--- src/rtl/spi_cfg_pkg.sv ---
`default_nettype none
package spi_cfg_pkg;

   // ----------------------------------------------------------------
   // Frame layout
   // ----------------------------------------------------------------
   localparam int         ADDR_W     = 15;
   localparam int         INSTR_W    = 16;
   localparam int         BYTE_W     = 8;
   localparam int         RW_BIT     = 15;
   localparam logic [4:0] INSTR_LAST = 5'h0f;
   localparam logic [4:0] BYTE_LAST  = 5'h07;
   localparam logic [4:0] CNT_ZERO   = 5'h00;
   localparam logic [4:0] CNT_STEP   = 5'h01;
   localparam logic [14:0] ADDR_STEP = 15'h0001;

   // ----------------------------------------------------------------
   // Port configuration register
   // ----------------------------------------------------------------
   localparam logic [14:0] ADDR_CONFIG_A  = 15'h0000;
   localparam logic [7:0]  CONFIG_A_RESET = 8'h00;
   // Soft reset bit and its mirror are self clearing
   localparam logic [7:0]  SOFT_RESET_MASK = 8'h81;

   // Index into the effective control nibble
   localparam int CTL_SOFT_RESET  = 3;
   localparam int CTL_LSB_FIRST   = 2;
   localparam int CTL_ADDR_ASCEND = 1;
   localparam int CTL_SERIAL_OUT  = 0;

   // ----------------------------------------------------------------
   // Pin synchroniser
   // ----------------------------------------------------------------
   localparam int         PIN_W       = 5;
   localparam int         PIN_CS_N    = 0;
   localparam int         PIN_SCLK    = 1;
   localparam int         PIN_SDIO    = 2;
   localparam int         PIN_I2C     = 3;
   localparam int         PIN_PROFILE = 4;
   localparam logic [4:0] PIN_RESET   = 5'h01;

   typedef enum logic [1:0] {
      ST_IDLE,
      ST_INSTR,
      ST_DATA
   } port_state_t;

   function automatic logic [7:0] reverse8(input logic [7:0] v);
      logic [7:0] r;
      r = 8'h00;
      for (int i = 0; i < BYTE_W; i++) begin
         r[i] = v[BYTE_W-1-i];
      end
      return r;
   endfunction

   // Each control is the OR of its bit and its mirror
   function automatic logic [3:0] mirror_or(input logic [7:0] v);
      return v[7:4] | {v[0], v[1], v[2], v[3]};
   endfunction

endpackage
`default_nettype wire

--- src/rtl/pin_sync_if.sv ---
`default_nettype none
interface pin_sync_if;
   logic sclk_rise;
   logic sclk_fall;
   logic cs_active;
   logic sdio;
   logic i2c_mode;
   logic profile_en;

   modport source (
      output sclk_rise,
      output sclk_fall,
      output cs_active,
      output sdio,
      output i2c_mode,
      output profile_en
   );

   modport sink (
      input sclk_rise,
      input sclk_fall,
      input cs_active,
      input sdio,
      input i2c_mode,
      input profile_en
   );
endinterface
`default_nettype wire

--- src/rtl/pin_sync.sv ---
`default_nettype none
module pin_sync
   import spi_cfg_pkg::*;
(
   input  wire logic             i_clock,
   input  wire logic             i_sys_rst,
   input  wire logic [PIN_W-1:0] i_pins,
   pin_sync_if.source            bus
);

   typedef struct packed {
      logic [PIN_W-1:0] s1;
      logic [PIN_W-1:0] s2;
      logic [PIN_W-1:0] s3;
   } sync_state_t;

   sync_state_t r;
   sync_state_t next_r;

   always_comb begin
      next_r    = r;
      next_r.s1 = i_pins;
      next_r.s2 = r.s1;
      next_r.s3 = r.s2;
   end

   always_ff @(posedge i_clock or posedge i_sys_rst) begin
      if (i_sys_rst) begin
         r <= {PIN_RESET, PIN_RESET, PIN_RESET};
      end else begin
         r <= next_r;
      end
   end

   // Edges are taken between stages two and three only
   assign bus.sclk_rise  = r.s2[PIN_SCLK] & ~r.s3[PIN_SCLK];
   assign bus.sclk_fall  = ~r.s2[PIN_SCLK] & r.s3[PIN_SCLK];
   assign bus.cs_active  = ~r.s2[PIN_CS_N];
   assign bus.sdio       = r.s2[PIN_SDIO];
   assign bus.i2c_mode   = r.s2[PIN_I2C];
   assign bus.profile_en = r.s2[PIN_PROFILE];

endmodule
`default_nettype wire

--- src/rtl/serial_port_config_control.sv ---
`default_nettype none
module serial_port_config_control
   import spi_cfg_pkg::*;
(
   input  wire logic              i_clock,
   input  wire logic              i_sys_rst,
   input  wire logic              i_spi_cs_n,
   input  wire logic              i_spi_sclk,
   input  wire logic              i_sdio,
   input  wire logic              i_i2c_mode,
   input  wire logic              i_profile_mem_en,
   input  wire logic [7:0]        i_reg_rdata,
   output var  logic              o_sdio,
   output var  logic              o_sdio_oe,
   output var  logic              o_serial_out,
   output var  logic              o_serial_out_oe,
   output var  logic [ADDR_W-1:0] o_reg_addr,
   output var  logic              o_reg_wr,
   output var  logic [7:0]        o_reg_wdata,
   output var  logic              o_soft_reset,
   output var  logic              o_profile_load
);

   // ----------------------------------------------------------------
   // Pin synchronisation
   // ----------------------------------------------------------------
   pin_sync_if pins ();

   pin_sync u_pin_sync (
      .i_clock   (i_clock),
      .i_sys_rst (i_sys_rst),
      .i_pins    ({i_profile_mem_en, i_i2c_mode, i_sdio, i_spi_sclk,
                   i_spi_cs_n}),
      .bus       (pins.source)
   );

   // ----------------------------------------------------------------
   // State
   // ----------------------------------------------------------------
   typedef struct packed {
      port_state_t         state;
      logic [4:0]          bit_cnt;
      logic [INSTR_W-1:0]  shin;
      logic [7:0]          shout;
      logic                rd;
      logic                load_pending;
      logic                step_pending;
      logic [ADDR_W-1:0]   addr;
      logic [7:0]          cfg;
      logic                lsb_first;
      logic                addr_ascend;
      logic                serial_out_pin_enable;
      logic                sdio_oe;
      logic                serial_out_oe;
      logic                reg_wr;
      logic [7:0]          reg_wdata;
      logic                soft_reset;
      logic                profile_load;
   } port_regs_t;

   localparam port_regs_t REGS_RESET = '{
      state:                 ST_IDLE,
      bit_cnt:               CNT_ZERO,
      shin:                  16'h0000,
      shout:                 8'h00,
      rd:                    1'b0,
      load_pending:          1'b0,
      step_pending:          1'b0,
      addr:                  ADDR_CONFIG_A,
      cfg:                   CONFIG_A_RESET,
      lsb_first:             1'b0,
      addr_ascend:           1'b0,
      serial_out_pin_enable: 1'b0,
      sdio_oe:               1'b0,
      serial_out_oe:         1'b0,
      reg_wr:                1'b0,
      reg_wdata:             8'h00,
      soft_reset:            1'b0,
      profile_load:          1'b0
   };

   port_regs_t r;
   port_regs_t next_r;

   function automatic logic [ADDR_W-1:0] step_addr(
      input logic [ADDR_W-1:0] a,
      input logic              up
   );
      return up ? a + ADDR_STEP : a - ADDR_STEP;
   endfunction

   // ----------------------------------------------------------------
   // Next state
   // ----------------------------------------------------------------
   always_comb begin
      logic [3:0]         ctl;
      logic [3:0]         wr_ctl;
      logic [INSTR_W-1:0] instr;
      logic [7:0]         data_byte;
      logic [7:0]         rdata;
      ctl       = mirror_or(r.cfg);
      wr_ctl    = 4'h0;
      instr     = 16'h0000;
      data_byte = 8'h00;
      rdata     = (r.addr == ADDR_CONFIG_A) ? r.cfg : i_reg_rdata;
      next_r    = r;
      next_r.reg_wr       = 1'b0;
      next_r.soft_reset   = 1'b0;
      next_r.profile_load = 1'b0;

      case (r.state)
         ST_IDLE: begin
            // Controls are frozen per frame so a config write never
            // changes bit order halfway through its own frame
            if (pins.cs_active && !pins.i2c_mode) begin
               next_r.state                 = ST_INSTR;
               next_r.bit_cnt               = CNT_ZERO;
               next_r.lsb_first             = ctl[CTL_LSB_FIRST];
               next_r.addr_ascend           = ctl[CTL_ADDR_ASCEND];
               next_r.serial_out_pin_enable = ctl[CTL_SERIAL_OUT];
            end
         end
         ST_INSTR: begin
            if (pins.sclk_rise) begin
               next_r.shin    = {r.shin[INSTR_W-2:0], pins.sdio};
               next_r.bit_cnt = r.bit_cnt + CNT_STEP;
               if (r.bit_cnt == INSTR_LAST) begin
                  instr = r.lsb_first
                        ? {reverse8(next_r.shin[7:0]),
                           reverse8(next_r.shin[15:8])}
                        : next_r.shin;
                  next_r.rd           = instr[RW_BIT];
                  next_r.addr         = instr[ADDR_W-1:0];
                  next_r.load_pending = instr[RW_BIT];
                  next_r.step_pending = 1'b0;
                  next_r.bit_cnt      = CNT_ZERO;
                  next_r.state        = ST_DATA;
               end
            end
         end
         ST_DATA: begin
            if (pins.sclk_fall) begin
               if (r.load_pending) begin
                  next_r.shout = r.lsb_first ? reverse8(rdata) : rdata;
                  next_r.load_pending = 1'b0;
               end else begin
                  next_r.shout = {r.shout[6:0], 1'b0};
               end
               if (r.step_pending) begin
                  next_r.addr = step_addr(r.addr, r.addr_ascend);
                  next_r.step_pending = 1'b0;
               end
            end
            if (pins.sclk_rise) begin
               next_r.shin    = {r.shin[INSTR_W-2:0], pins.sdio};
               next_r.bit_cnt = r.bit_cnt + CNT_STEP;
               if (r.bit_cnt == BYTE_LAST) begin
                  next_r.bit_cnt = CNT_ZERO;
                  data_byte = r.lsb_first ? reverse8(next_r.shin[7:0])
                                          : next_r.shin[7:0];
                  if (r.rd) begin
                     // Read steps now so the next byte can be fetched
                     next_r.addr = step_addr(r.addr, r.addr_ascend);
                     next_r.load_pending = 1'b1;
                  end else begin
                     next_r.step_pending = 1'b1;
                     if (r.addr == ADDR_CONFIG_A) begin
                        // Only the serial port writes this register;
                        // profile downloads have no path into it
                        wr_ctl = mirror_or(data_byte);
                        if (wr_ctl[CTL_SOFT_RESET]) begin
                           next_r.soft_reset   = 1'b1;
                           next_r.profile_load = pins.profile_en;
                           next_r.cfg          = CONFIG_A_RESET;
                        end else begin
                           next_r.cfg = data_byte & ~SOFT_RESET_MASK;
                        end
                     end else begin
                        next_r.reg_wr    = 1'b1;
                        next_r.reg_wdata = data_byte;
                     end
                  end
               end
            end
         end
         default: begin
            next_r.state = ST_IDLE;
         end
      endcase

      // Frame ends on chip select release; I2C mode owns the pins
      if (!pins.cs_active || pins.i2c_mode) begin
         next_r.state        = ST_IDLE;
         next_r.load_pending = 1'b0;
         next_r.step_pending = 1'b0;
      end

      // 3-wire turns the shared data pin around; 4-wire uses its own
      next_r.sdio_oe = (next_r.state == ST_DATA) && next_r.rd
                     && !next_r.serial_out_pin_enable;
      next_r.serial_out_oe = (next_r.state == ST_DATA) && next_r.rd
                           && next_r.serial_out_pin_enable;
   end

   always_ff @(posedge i_clock or posedge i_sys_rst) begin
      if (i_sys_rst) begin
         r <= REGS_RESET;
      end else begin
         r <= next_r;
      end
   end

   // ----------------------------------------------------------------
   // Outputs
   // ----------------------------------------------------------------
   assign o_sdio          = r.shout[7];
   assign o_sdio_oe       = r.sdio_oe;
   assign o_serial_out    = r.shout[7];
   assign o_serial_out_oe = r.serial_out_oe;
   assign o_reg_addr      = r.addr;
   assign o_reg_wr        = r.reg_wr;
   assign o_reg_wdata     = r.reg_wdata;
   assign o_soft_reset    = r.soft_reset;
   assign o_profile_load  = r.profile_load;

endmodule
`default_nettype wire

--- config.mk ---
export PLATFORM = sky130hd
export DESIGN_NAME = serial_port_config_control
export DESIGN_NICKNAME = d
export VERILOG_FILES = /design/src/rtl/spi_cfg_pkg.sv /design/src/rtl/pin_sync_if.sv /design/src/rtl/pin_sync.sv /design/src/rtl/serial_port_config_control.sv
export SDC_FILE = /design/constraint.sdc
export NUM_CORES = 1
export LEC_CHECK = 0
export ABC_AREA = 1
export BUFFER_PORTS_ARGS = -buffer_cell sky130_fd_sc_hd__buf_2
export CORE_MARGIN = 2
export CORE_UTILIZATION = 40
export CTS_CLUSTER_SIZE = 40
export DETAILED_ROUTE_END_ITERATION = 12
export HOLD_SLACK_MARGIN = 0.12
export SETUP_SLACK_MARGIN = 0.2
export SLEW_MARGIN = 20
export SYNTH_ARGS = -nofsm -noshare
export SYNTH_HDL_FRONTEND = slang
export SYNTH_HIERARCHICAL = 1
export SYNTH_SLANG_ARGS = --single-unit
--- constraint.sdc ---
create_clock -name i_clock -period 4.67 [get_ports i_clock]
set_input_delay 0.7005 -clock i_clock [delete_from_list [all_inputs] [get_ports i_clock]]
set_output_delay 0.7005 -clock i_clock [all_outputs]
set_load 0.02 [all_outputs]
==> results of run 1 <==
## state kept, by name, indices dropped and copies added (netlist names)
| register | flops |
|---|---|
| u_pin_sync/next_r | 7 |
| o_reg_addr | 15 |
| u_pin_sync/bus.i2c_mode | 1 |
| o_reg_wr | 1 |
| o_serial_out_oe | 1 |
| r | 41 |
| o_soft_reset | 1 |
| u_pin_sync/bus.sdio | 1 |
| o_reg_wdata | 8 |
| o_sdio_oe | 1 |
| u_pin_sync/bus.profile_en | 1 |
| o_sdio | 1 |
| u_pin_sync/r | 1 |
| o_profile_load | 1 |
## layout by cell type (no fill, tap or decap), types with 3 or more instances in the layout
cell type / netlist / routed
o22ai_1: 8 / 8
inv_2: 2 / 3
xnor2_1: 3 / 3
xor2_1: 3 / 3
a21oi_1: 41 / 41
clkinv_4: 1 / 3
or2_2: 3 / 3
o21ai_0: 63 / 63
nand4_1: 7 / 7
o21ai_1: 5 / 5
clkbuf_16: 0 / 9
nor2_1: 62 / 61
dfrtp_1: 79 / 79
nand3_1: 55 / 55
ha_1: 21 / 21
buf_2: 5 / 44
inv_1: 102 / 101
nand2_1: 180 / 180
## cells by family (layout without fill, tap and decap cells)
group                    count (synthesis)  count (layout)
AND/OR/NAND/NOR                        317             317
buffers and inverters                  147             168
AO/OA/AOI/OAI                          127             127
flip-flops                              81              81
adder cells (fa/ha/maj)                 22              22
XOR/XNOR                                 6               6
## per-stage QoR
step                hold WS (ns)  setup slack [ns]
floorplan                 0.3312             2.201
global placement          0.3325             2.100
detailed placement        0.3355             1.932
CTS                       0.3478             1.909
global route              0.3636             1.636
finish                    0.3447             1.911
## worst max path at each step
stage,slack [ns],depth (start not counted),to
3_3_place_gp,2.10,7,r[59]
3_5_place_dp,1.93,7,r[60]
6_report,1.91,9,o_reg_addr[0]
5_1_grt,1.64,9,o_reg_addr[4]
4_1_cts,1.91,7,r[60]
2_1_floorplan,2.20,1,o_profile_load
## where the power goes
group          internal (uW)  switching [uW]
sequential               710            5.01
clock                    369             311
combinational           12.7            36.1
## area by class of cell
| type | count | area [um2] | share of cell area (%) |
|---|---|---|---|
| multi-input combinational | 472 | 2362 | 42.71 |
| sequential | 81 | 2029 | 36.69 |
| inverter | 106 | 402.9 | 7.283 |
| timing repair buffer | 46 | 235.2 | 4.252 |
| clock buffer | 9 | 225.2 | 4.071 |
| tap | 172 | 215.2 | 3.891 |
| clock inverter | 7 | 61.31 | 1.108 |
## per-layer routing
layer,GRT usage (%),routed length (um),vias up
li1,-,-,2255
met1,26.89,6024,2056
met2,30.54,5765,91
met3,2.802,450,14
met4,6.984,240,0
met5,0,0,-
==> metrics.md, run 1 <==
| Metric | Value |
|---|---|
| Cell variety after synth | `38` |
| Final Slew Violations | `0` |
| Measured slew at the worst slew-check pin | `around 0.9 ns` |
| RR Endpoint | `o_reg_addr[0]` |
| IO buf count | `44` |
| Max-cap violations | `0` |
| Mapped cell area | `roughly 5000 um2` |
| Filler Cell Count | `between 1k and 1.5k` |
| Initial Utilization | `about two fifths` |
| Initial DRC Count | `~330` |
| Cells after Synth | `700` |
| Via density | `around 4.9` |
| Die height | `around 120 um` |
| Top FF cell, synth | `dfrtp_1` |
| Std cell rows | `41` |
| R2R depth | `9` |
| Antenna viol nets, final | `0` |
| Critical path's top delay family | `simple AND/OR/NAND/NOR gates` |
| Via count | `around 4.4k` |
| Io pins | `45` |
| Post-CTS setup buffers | `0` |
| Cell taking the most area after synthesis | `dfrtp_1` |
| Largest cells by area after synthesis | `dfrtp_1 (39%), nand2_1 (13%), inv_1 (7.6%)` |
| Synth Area in XOR/XNOR | `1.040%` |
| Share of cells above drive strength 1 | `11.51%` |
| Setup CP Type | `flip-flop to flip-flop` |
| Synth warnings | `6` |
| Mux contribution to synthesized area | `0%` |
| Worst-skew pair later-pin latency | `between 0.3 and 0.4 ns` |
| Worst path cell trace | `inv_1 > ha_1 > inv_1 > nor2_1 > inv_1 > nand2_1 > nand2_1 > inv_1 > o21ai_0` |
| Fin util | `between 40% and 50%` |
| First-pass GRT wire length | `20.34 mm` |
| R2R Setup Slk | `1.91 ns` |
| WL final | `about 12 mm` |
| Period utilization | `59.07%` |
| Startpoint Class | `flip-flop` |
| Core area | `12470 um2` |
| Normalized max-slew margin | `around two fifths` |
| Fmax | `about 360 MHz` |
| Htree depth | `3` |
| Largest family of logic cells by synthesized area | `simple AND/OR/NAND/NOR gates` |
| Cell Count, Final, Fillers Out | `893` |
| CTS tree | `built` |
| CP max stage delay | `about 0.60 ns` |
| Post-DP HPWL | `roughly 9.6 mm` |
| PD cells | `~260 nW/um2` |
| Die area | `around 14000 um2` |
| All-Layer GR Usage | `just under 20%` |
| CP bufs+invs | `4` |
| Pleak | `between 0.002 and 0.003 uW` |
| Root Driver | `clkbuf_16` |
| Final setup TNS | `0 ns` |
| Area after DPL | `approximately 5200 um2` |
| TritonCTS Sinks | `81` |
| Average wire per standard cell | `between 10 and 15 um` |
| Final hold violations | `0` |
| Final GP Congestion | `a little under 0.9` |
| CTS buffer count | `9` |
| Post-synthesis async set-or-reset flop share | `100.0%` |
| Largest net degree at the start of global routing | `42` |
| Total global routing overflow | `0` |
| Area share of the largest cell type after synthesis | `between 30% and 40%` |
| Clk_skew | `0.008033 ns` |
| Status | `finished, final reports clean` |
| EDFF count, synth | `0` |
| Synth Area in Adders | `under 10%` |
| #FFs+latches synth | `81` |
| First-pass iteration count of the detailed router | `5` |
| Arrival time worst endpoint | `between 2 and 3 ns` |
| Die width | `~120 um` |
| P&R area growth vs syn | `9.458%` |
| Clock slew at reported path FFs | `about 0.070 ns` |
| # nets final | `around 750` |
| Ant diodes | `0` |
| Count leader, synth | `nand2_1` |
| Synth Area in Simple Gates | `between 20% and 30%` |
| Post-synthesis compound-gate area fraction | `between 10% and 20%` |
| Commonest cells in the netlist | `nand2_1 (180), inv_1 (102), dfrtp_1 (79)` |
| Initial antenna violation count | `0` |
| Syn Area/Cell | `approximately 7.2 um2` |
| Syn nets | `737` |
| CTS hold repair buffers | `0` |
| Worst hold path class | `input pin to asynchronous set/reset pin` |
| Post-synthesis sequential area ratio | `about 40%` |
| Vias in the first global route | `just over 4k` |
| Critical Path Fanout Max | `26` |
| Remaining DRCs | `0` |
| CP max-delay cell | `nand2_1` |
| Post-layout instance area | `around 5500 um2` |
| Overall Power | `1444 uW` |
| Placed Instances | `about 880` |
| Critical Path RT | `approximately 4.9 ns` |
| Peak VDD IR | `between 150 and 200 uV` |
| Element type at the critical path end | `flip-flop` |
| Max Root-Sink Buffers | `2` |
| CP Launch Point | `r[71]` |
| Critical R2R Launch | `r[71]` |
| CP most frequent cell | `inv_1` |
| Final setup fails | `0` |
| PostCTS Resize Cnt | `0` |
| Tmin final | `2.759 ns` |
| RSZ-0062 raised after global routing | `false` |
Note: power is estimated with default switching activity, not from simulation.
==> inputs of run 2 (changes only) <==
Clock period 4.67 ns to 2.5 ns, I/O delays scaled along.
==> metrics.md, run 2 (synthesis gave the netlist of run 1 again) <==
| Metric | Value |
|---|---|
| Average wire per standard cell | `13.72 um (-1.8%)` |
| Initial antenna violation count | `0 (unchanged)` |
| First-pass iteration count of the detailed router | `5 (unchanged)` |
| Die area | `13550 um2 (unchanged)` |
| Share of cells above drive strength 1 | `13.00% (+1.5 points)` |
| Hold Crit Start | `i_spi_cs_n` |
| Via count | `4528 (+2.5%)` |
| Final setup fails | `0 (unchanged)` |
| Min Hold Slack | `0.1421 ns (-0.2027 ns)` |
| Final setup TNS | `0 ns (unchanged)` |
| Largest net degree at the start of global routing | `71 (+69%)` |
| Most frequent cells in the layout | `nand2_1 (178), inv_1 (100), dfrtp_1 (79)` |
| Initial DRC Count | `328 (-1.2%)` |
| Post-layout instance area | `5685 um2 (+2.8%)` |
| Most common cell after layout, fill and taps aside | `nand2_1` |
| CP max-delay cell | `dfrtp_1` |
| Io pins | `45 (unchanged)` |
| Critical Path Fanout Max | `11 (-58%)` |
| Hold Crit Depth | `1` |
| Overall Power | `2936 uW (+100%)` |
| R2R depth | `12 (+3)` |
| Via density | `5.014 (+1.4%)` |
| Element type at the critical path end | `flip-flop` |
| Vias in the first global route | `4243 (+2.6%)` |
| First-pass GRT wire length | `20.79 mm (+2.2%)` |
| CP bufs+invs | `2 (-2)` |
| Area after DPL | `5300 um2 (+1.1%)` |
| Startpoint Class | `flip-flop` |
| Arrival time worst endpoint | `2.30 ns (-0.67 ns)` |
| WL final | `12.39 mm (-0.71%)` |
| RSZ-0062 raised after global routing | `false` |
| RR Endpoint | `o_reg_addr[10]` |
| Antenna viol nets, final | `0 (unchanged)` |
| Fmax | `481.6 MHz (+33%)` |
| Normalized max-slew margin | `56.28% (+16 points)` |
| Die height | `116.4 um (unchanged)` |
| Period utilization | `83.05% (+24 points)` |
| Htree depth | `3 (unchanged)` |
| Remaining DRCs | `0 (unchanged)` |
| Max-cap violations | `0 (unchanged)` |
| Largest register by flop count | `r` |
| Pleak | `0.002957 uW (+2.8%)` |
| Final Slew Violations | `0 (unchanged)` |
| Post-DP HPWL | `9.332 mm (-2.7%)` |
| Placed Instances | `883 (+0.68%)` |
| Total global routing overflow | `0 (unchanged)` |
| Status | `finished, final reports clean` |
| Cell Count, Final, Fillers Out | `903 (+1.1%)` |
| Setup CP Type | `flip-flop to flip-flop` |
| Critical path's top delay family | `simple AND/OR/NAND/NOR gates` |
| Worst path cell trace | `clkinvlp_4 > buf_4 > ha_1 > nand2_1 > nor2_1 > nand2_1 > nand3_1 > nand2_1 > nand3_1 > nand3_1 > a21oi_1 > nor2_1` |
| Clock slew at reported path FFs | `0.06 ns (about the same)` |
| TritonCTS Sinks | `81 (unchanged)` |
| Max reg flops | `41 (unchanged)` |
| CTS buffer count | `9 (unchanged)` |
| Root Driver | `clkbuf_16` |
| Measured slew at the worst slew-check pin | `0.6551 ns (-0.2377 ns)` |
| Worst hold path class | `input pin to flip-flop` |
| Clk_skew | `0.007809 ns (-0.0002246 ns)` |
| # nets final | `763 (+1.3%)` |
| Ant diodes | `0 (unchanged)` |
| P&R area growth vs syn | `12.50%` |
| CP max stage delay | `0.43 ns (-0.17 ns)` |
| Max Root-Sink Buffers | `2 (unchanged)` |
| CTS tree | `built` |
| Critical R2R Launch | `r[14]` |
| Worst-skew pair later-pin latency | `0.33 ns (about the same)` |
| All-Layer GR Usage | `19.52% (+0.27 points)` |
| Die width | `116.4 um (unchanged)` |
| Initial Utilization | `40.54% (unchanged)` |
| Critical Path RT | `2.73 ns (-2.15 ns)` |
| End of the worst hold path | `u_pin_sync/next_r[5]` |
| Core area | `12470 um2 (unchanged)` |
| PD cells | `516.4 nW/um2 (+98%)` |
| Final hold violations | `0 (unchanged)` |
| Tmin final | `2.076 ns (-0.6822 ns)` |
| Std cell rows | `41 (unchanged)` |
| R2R Setup Slk | `0.42 ns (-1.49 ns)` |
| Final GP Congestion | `0.8798 (+0.27%)` |
| Peak VDD IR | `358.9 uV (+99%)` |
| IO buf count | `44 (unchanged)` |
run 2: changes by cell type in the layout (fill, tap and decap cells not counted), moves of 2 or more:
cell       previous run  this run
buf_4                 2        10
bufinv_16             0         3
clkbuf_1              0         2
clkinv_4              3         1
nand2_1             180       178
nand2_2               1         3
run 2: cell type report:
cell class                      count  area (um2)
Inverter                          106       406.6
Multi-Input combinational cell    472        2372
Fill cell                        1292        6780
Tap cell                          172       215.2
Clock inverter                      5       103.9
Timing Repair Buffer               56       325.3
Clock buffer                       11       232.7
Sequential cell                    81        2029
run 2: worst max-delay path by stage:
stage	from	to	slack [ns]	depth (start not counted)
after floorplan	i_sys_rst	o_profile_load	0.36	1
after global placement	r[14]	o_reg_addr[5]	0.36	9
after detailed placement	r[14]	o_reg_addr[13]	0.29	11
after CTS	r[14]	o_reg_addr[13]	0.28	10
after global routing	r[14]	o_reg_addr[14]	0.23	13
final	r[14]	o_reg_addr[10]	0.42	12
run 2: worst reg2reg max path: cells and delay by family, from the launching register on:
family	cells	cell delay [ns]
adder cells (fa/ha/maj)	1	0.37
buffers and inverters	2	0.30
AO/OA/AOI/OAI	1	0.15
AND/OR/NAND/NOR	8	0.74
flip-flops	1	0.43
run 2: per-stage QoR:
| stage | setup WS, ns | utilization, % |
|---|---|---|
| detailed placement | 0.2850 | 42.52 |
| finish | 0.4237 | 45.61 |
| global route | 0.2265 | 45.61 |
| CTS | 0.2776 | 45.30 |
| floorplan | 0.3568 | - |
| global placement | 0.3561 | 42.52 |
run 2: repair_timing:
item                       in CTS  in global routing
hold buffers                    1                  0
hold endpoints to repair        9                  0
resized for setup               0                  6
buffers inserted                0                  3
setup endpoints to repair       0                 25
run 2: per-layer routing:
layer / GRT usage (%) / vias to the layer above / share of wire, %
li1: - / 2269 / -
met1: 26.53 / 2118 / 47
met2: 32.67 / 130 / 48
met3: 2.595 / 11 / 3.9
met4: 5.714 / 0 / 1.2
met5: 0 / - / 0
run 2: where the power goes:
| group | switching, uW | total, uW | internal [uW] | leakage, uW |
|---|---|---|---|---|
| logic | 68.0 | 95.6 | 27.5 | 0.00173 |
| registers | 9.52 | 1340 | 1330 | 0.00106 |
| clock network | 525 | 1500 | 979 | 0.000164 |
| total | 602 | 2940 | 2330 | 0.00296 |
==> inputs of run 3 (changes only) <==
Clock period 2.5 ns to 1.9 ns, I/O delays scaled along.
==> metrics.md, run 3 (synthesis gave the netlist of run 1 again) <==
| Metric | Value |
|---|---|
| Status | `finished with violations` |
| First-pass iteration count of the detailed router | `5 (unchanged)` |
| R2R Setup Slk | `-0.005 ns (-0.43 ns)` |
| Io pins | `45 (unchanged)` |
| P&R area growth vs syn | `46.40%` |
| Critical Path Fanout Max | `6 (-5)` |
| Total global routing overflow | `0 (unchanged)` |
| Placed Instances | `905 (+2.5%)` |
| Remaining DRCs | `0 (unchanged)` |
| Period utilization | `100.3% (+17 points)` |
| Max reg flops | `41 (unchanged)` |
| Fin worst setup slack | `-0.005093 ns (-0.4288 ns)` |
| RSZ-0062 raised after global routing | `true` |
| Routed length on met2 | `7.596 mm (+28%)` |
| CP Launch Point | `r[14]` |
| Die height | `116.4 um (unchanged)` |
| Critical R2R Launch | `r[14]` |
| # nets final | `839 (+10%)` |
| Die area | `13550 um2 (unchanged)` |
| Htree depth | `3 (unchanged)` |
| First-pass GRT wire length | `22.97 mm (+10%)` |
| CTS buffer count | `9 (unchanged)` |
| Final setup fails | `3 (+3)` |
| Initial DRC Count | `315 (-4.0%)` |
| Largest net degree at the start of global routing | `71 (unchanged)` |
| Max-cap violations | `0 (unchanged)` |
| Filler Cell Count | `1049 (-19%)` |
| Worst hold path class | `input pin to flip-flop` |
| Antenna viol nets, final | `0 (unchanged)` |
| Core area | `12470 um2 (unchanged)` |
| Via count | `5028 (+11%)` |
| RR Endpoint | `o_reg_addr[13]` |
| All-Layer GR Usage | `21.77% (+2.3 points)` |
| Fin util | `59.35% (+14 points)` |
| Initial Utilization | `40.54% (unchanged)` |
| Via density | `5.136 (+2.4%)` |
| Tmin final | `1.905 ns (-0.1712 ns)` |
| Final setup TNS | `-0.009227 ns (-0.009227 ns)` |
| Met3 routed WL | `514 um (+5.3%)` |
| Element type at the critical path end | `flip-flop` |
| Arrival time worst endpoint | `2.14 ns (-0.16 ns)` |
| Max Root-Sink Buffers | `2 (unchanged)` |
| Top Metal Used | `met4` |
| Clock slew at reported path FFs | `0.06 ns (about the same)` |
| M1 wire length | `6.497 mm (+11%)` |
| Largest register by flop count | `r` |
| CTS tree | `built` |
| Fmax | `524.9 MHz (+9.0%)` |
| Root Driver | `clkbuf_16` |
| Setup CP Type | `flip-flop to flip-flop` |
| Most frequent cells in the layout | `nand2_1 (132), inv_1 (83), dfrtp_1 (73)` |
| TritonCTS Sinks | `81 (unchanged)` |
| Most common cell after layout, fill and taps aside | `nand2_1` |
| Startpoint Class | `flip-flop` |
| Ant diodes | `0 (unchanged)` |
| Vias in the first global route | `4786 (+13%)` |
| Cell Count, Final, Fillers Out | `979 (+8.4%)` |
| Final GP Congestion | `0.8668 (-1.5%)` |
| CP endpoint | `o_reg_addr[13]` |
| R2R depth | `13 (+1)` |
| Share of cells above drive strength 1 | `43.12% (+30 points)` |
| Normalized max-slew margin | `63.16% (+6.9 points)` |
| Worst-skew pair later-pin latency | `0.34 ns (about the same)` |
| Final hold violations | `0 (unchanged)` |
| PD cells | `502.1 nW/um2 (-2.8%)` |
| Measured slew at the worst slew-check pin | `0.5505 ns (-0.1046 ns)` |
| Failing checks | `setup timing` |
| Place WS | `-0.05952 ns (-0.3445 ns)` |
| Peak VDD IR | `393.9 uV (+9.7%)` |
| Initial antenna violation count | `0 (unchanged)` |
| WL final | `15.14 mm (+22%)` |
| IO buf count | `44 (unchanged)` |
| Clk_skew | `0.005885 ns (-0.001924 ns)` |
| Std cell rows | `41 (unchanged)` |
| Final Slew Violations | `0 (unchanged)` |
| Post-DP HPWL | `9.782 mm (+4.8%)` |
| Pleak | `0.003637 uW (+23%)` |
| Critical Path RT | `2.13 ns (-0.60 ns)` |
| Min Hold Slack | `0.2644 ns (+0.1223 ns)` |
| Die width | `116.4 um (unchanged)` |
| Average wire per standard cell | `15.46 um (+13%)` |
run 3: changes by cell type in the layout (fill, tap and decap cells not counted), sizes merged:
cell         change
clkinv           +3
inv              -1
bufinv           -2
clkinvlp         +2
clkbuf           +1
buf             +66
nand2            +2
dlygate4sd3      +5
run 3: what timing repair did:
action	CTS	global route
pin swaps	57	67
resized for setup	136	139
hold buffers	6	0
setup buffers	31	16
hold endpoints to repair	84	0
gates cloned	2	3
endpoints found under the setup margin	53	63
run 3: routing by layer:
metal	vias up	global-route usage [%]
met4	0	10.56
li1	2425	-
met1	2434	27.95
met5	-	0
met3	38	4.048
met2	131	35.50
run 3: worst min path at each step:
| stage | endpoint | from | slack [ns] | cells past startpoint |
|---|---|---|---|---|
| global placement | u_pin_sync/next_r[9] | i_sys_rst | 0.31 | 2 |
| finish | r[42] | i_reg_rdata[7] | 0.26 | 3 |
| floorplan | u_pin_sync/bus.i2c_mode | i_sys_rst | 0.14 | 1 |
| detailed placement | u_pin_sync/next_r[9] | i_sys_rst | 0.33 | 2 |
| global route | r[42] | i_reg_rdata[7] | 0.29 | 3 |
| CTS | r[42] | i_reg_rdata[7] | 0.26 | 3 |
run 3: final cells by class:
cell class	count	area (um2)	share of cell area [%]
sequential	81	2037	27.53
inverter	106	435.4	5.885
tap	172	215.2	2.909
timing repair inverter	1	7.507	0.1015
clock inverter	6	66.31	0.8963
timing repair buffer	129	1022	13.82
clock buffer	10	239.0	3.230
multi-input combinational	474	3376	45.63
run 3: stage by stage:
step,cell area [um2],power (uW)
6_report,7398,3715
5_1_grt,7398,3855
3_3_place_gp,5527,1924
3_5_place_dp,5527,1928
2_1_floorplan,5099,1864
4_1_cts,6720,3724
run 3: report_power, final:
group          leakage [uW]  internal [uW]  total (uW)  switching, uW
Combinational       0.00244           62.8         175            112
Clock              0.000153           1060        1780            723
Sequential          0.00105           1750        1760           13.0
run 3: worst max-delay path, cell delays in order (launching register included):
cell and delay, ns:
dfrtp_2 0.40, clkinvlp_4 0.12, buf_12 0.16, ha_4 0.22
buf_4 0.14, nand2_4 0.08, nor2_4 0.04, buf_4 0.12
a21oi_2 0.15, nand2_1 0.07, nand2_1 0.08, nand3_2 0.08
nand2_2 0.08, a21oi_2 0.05
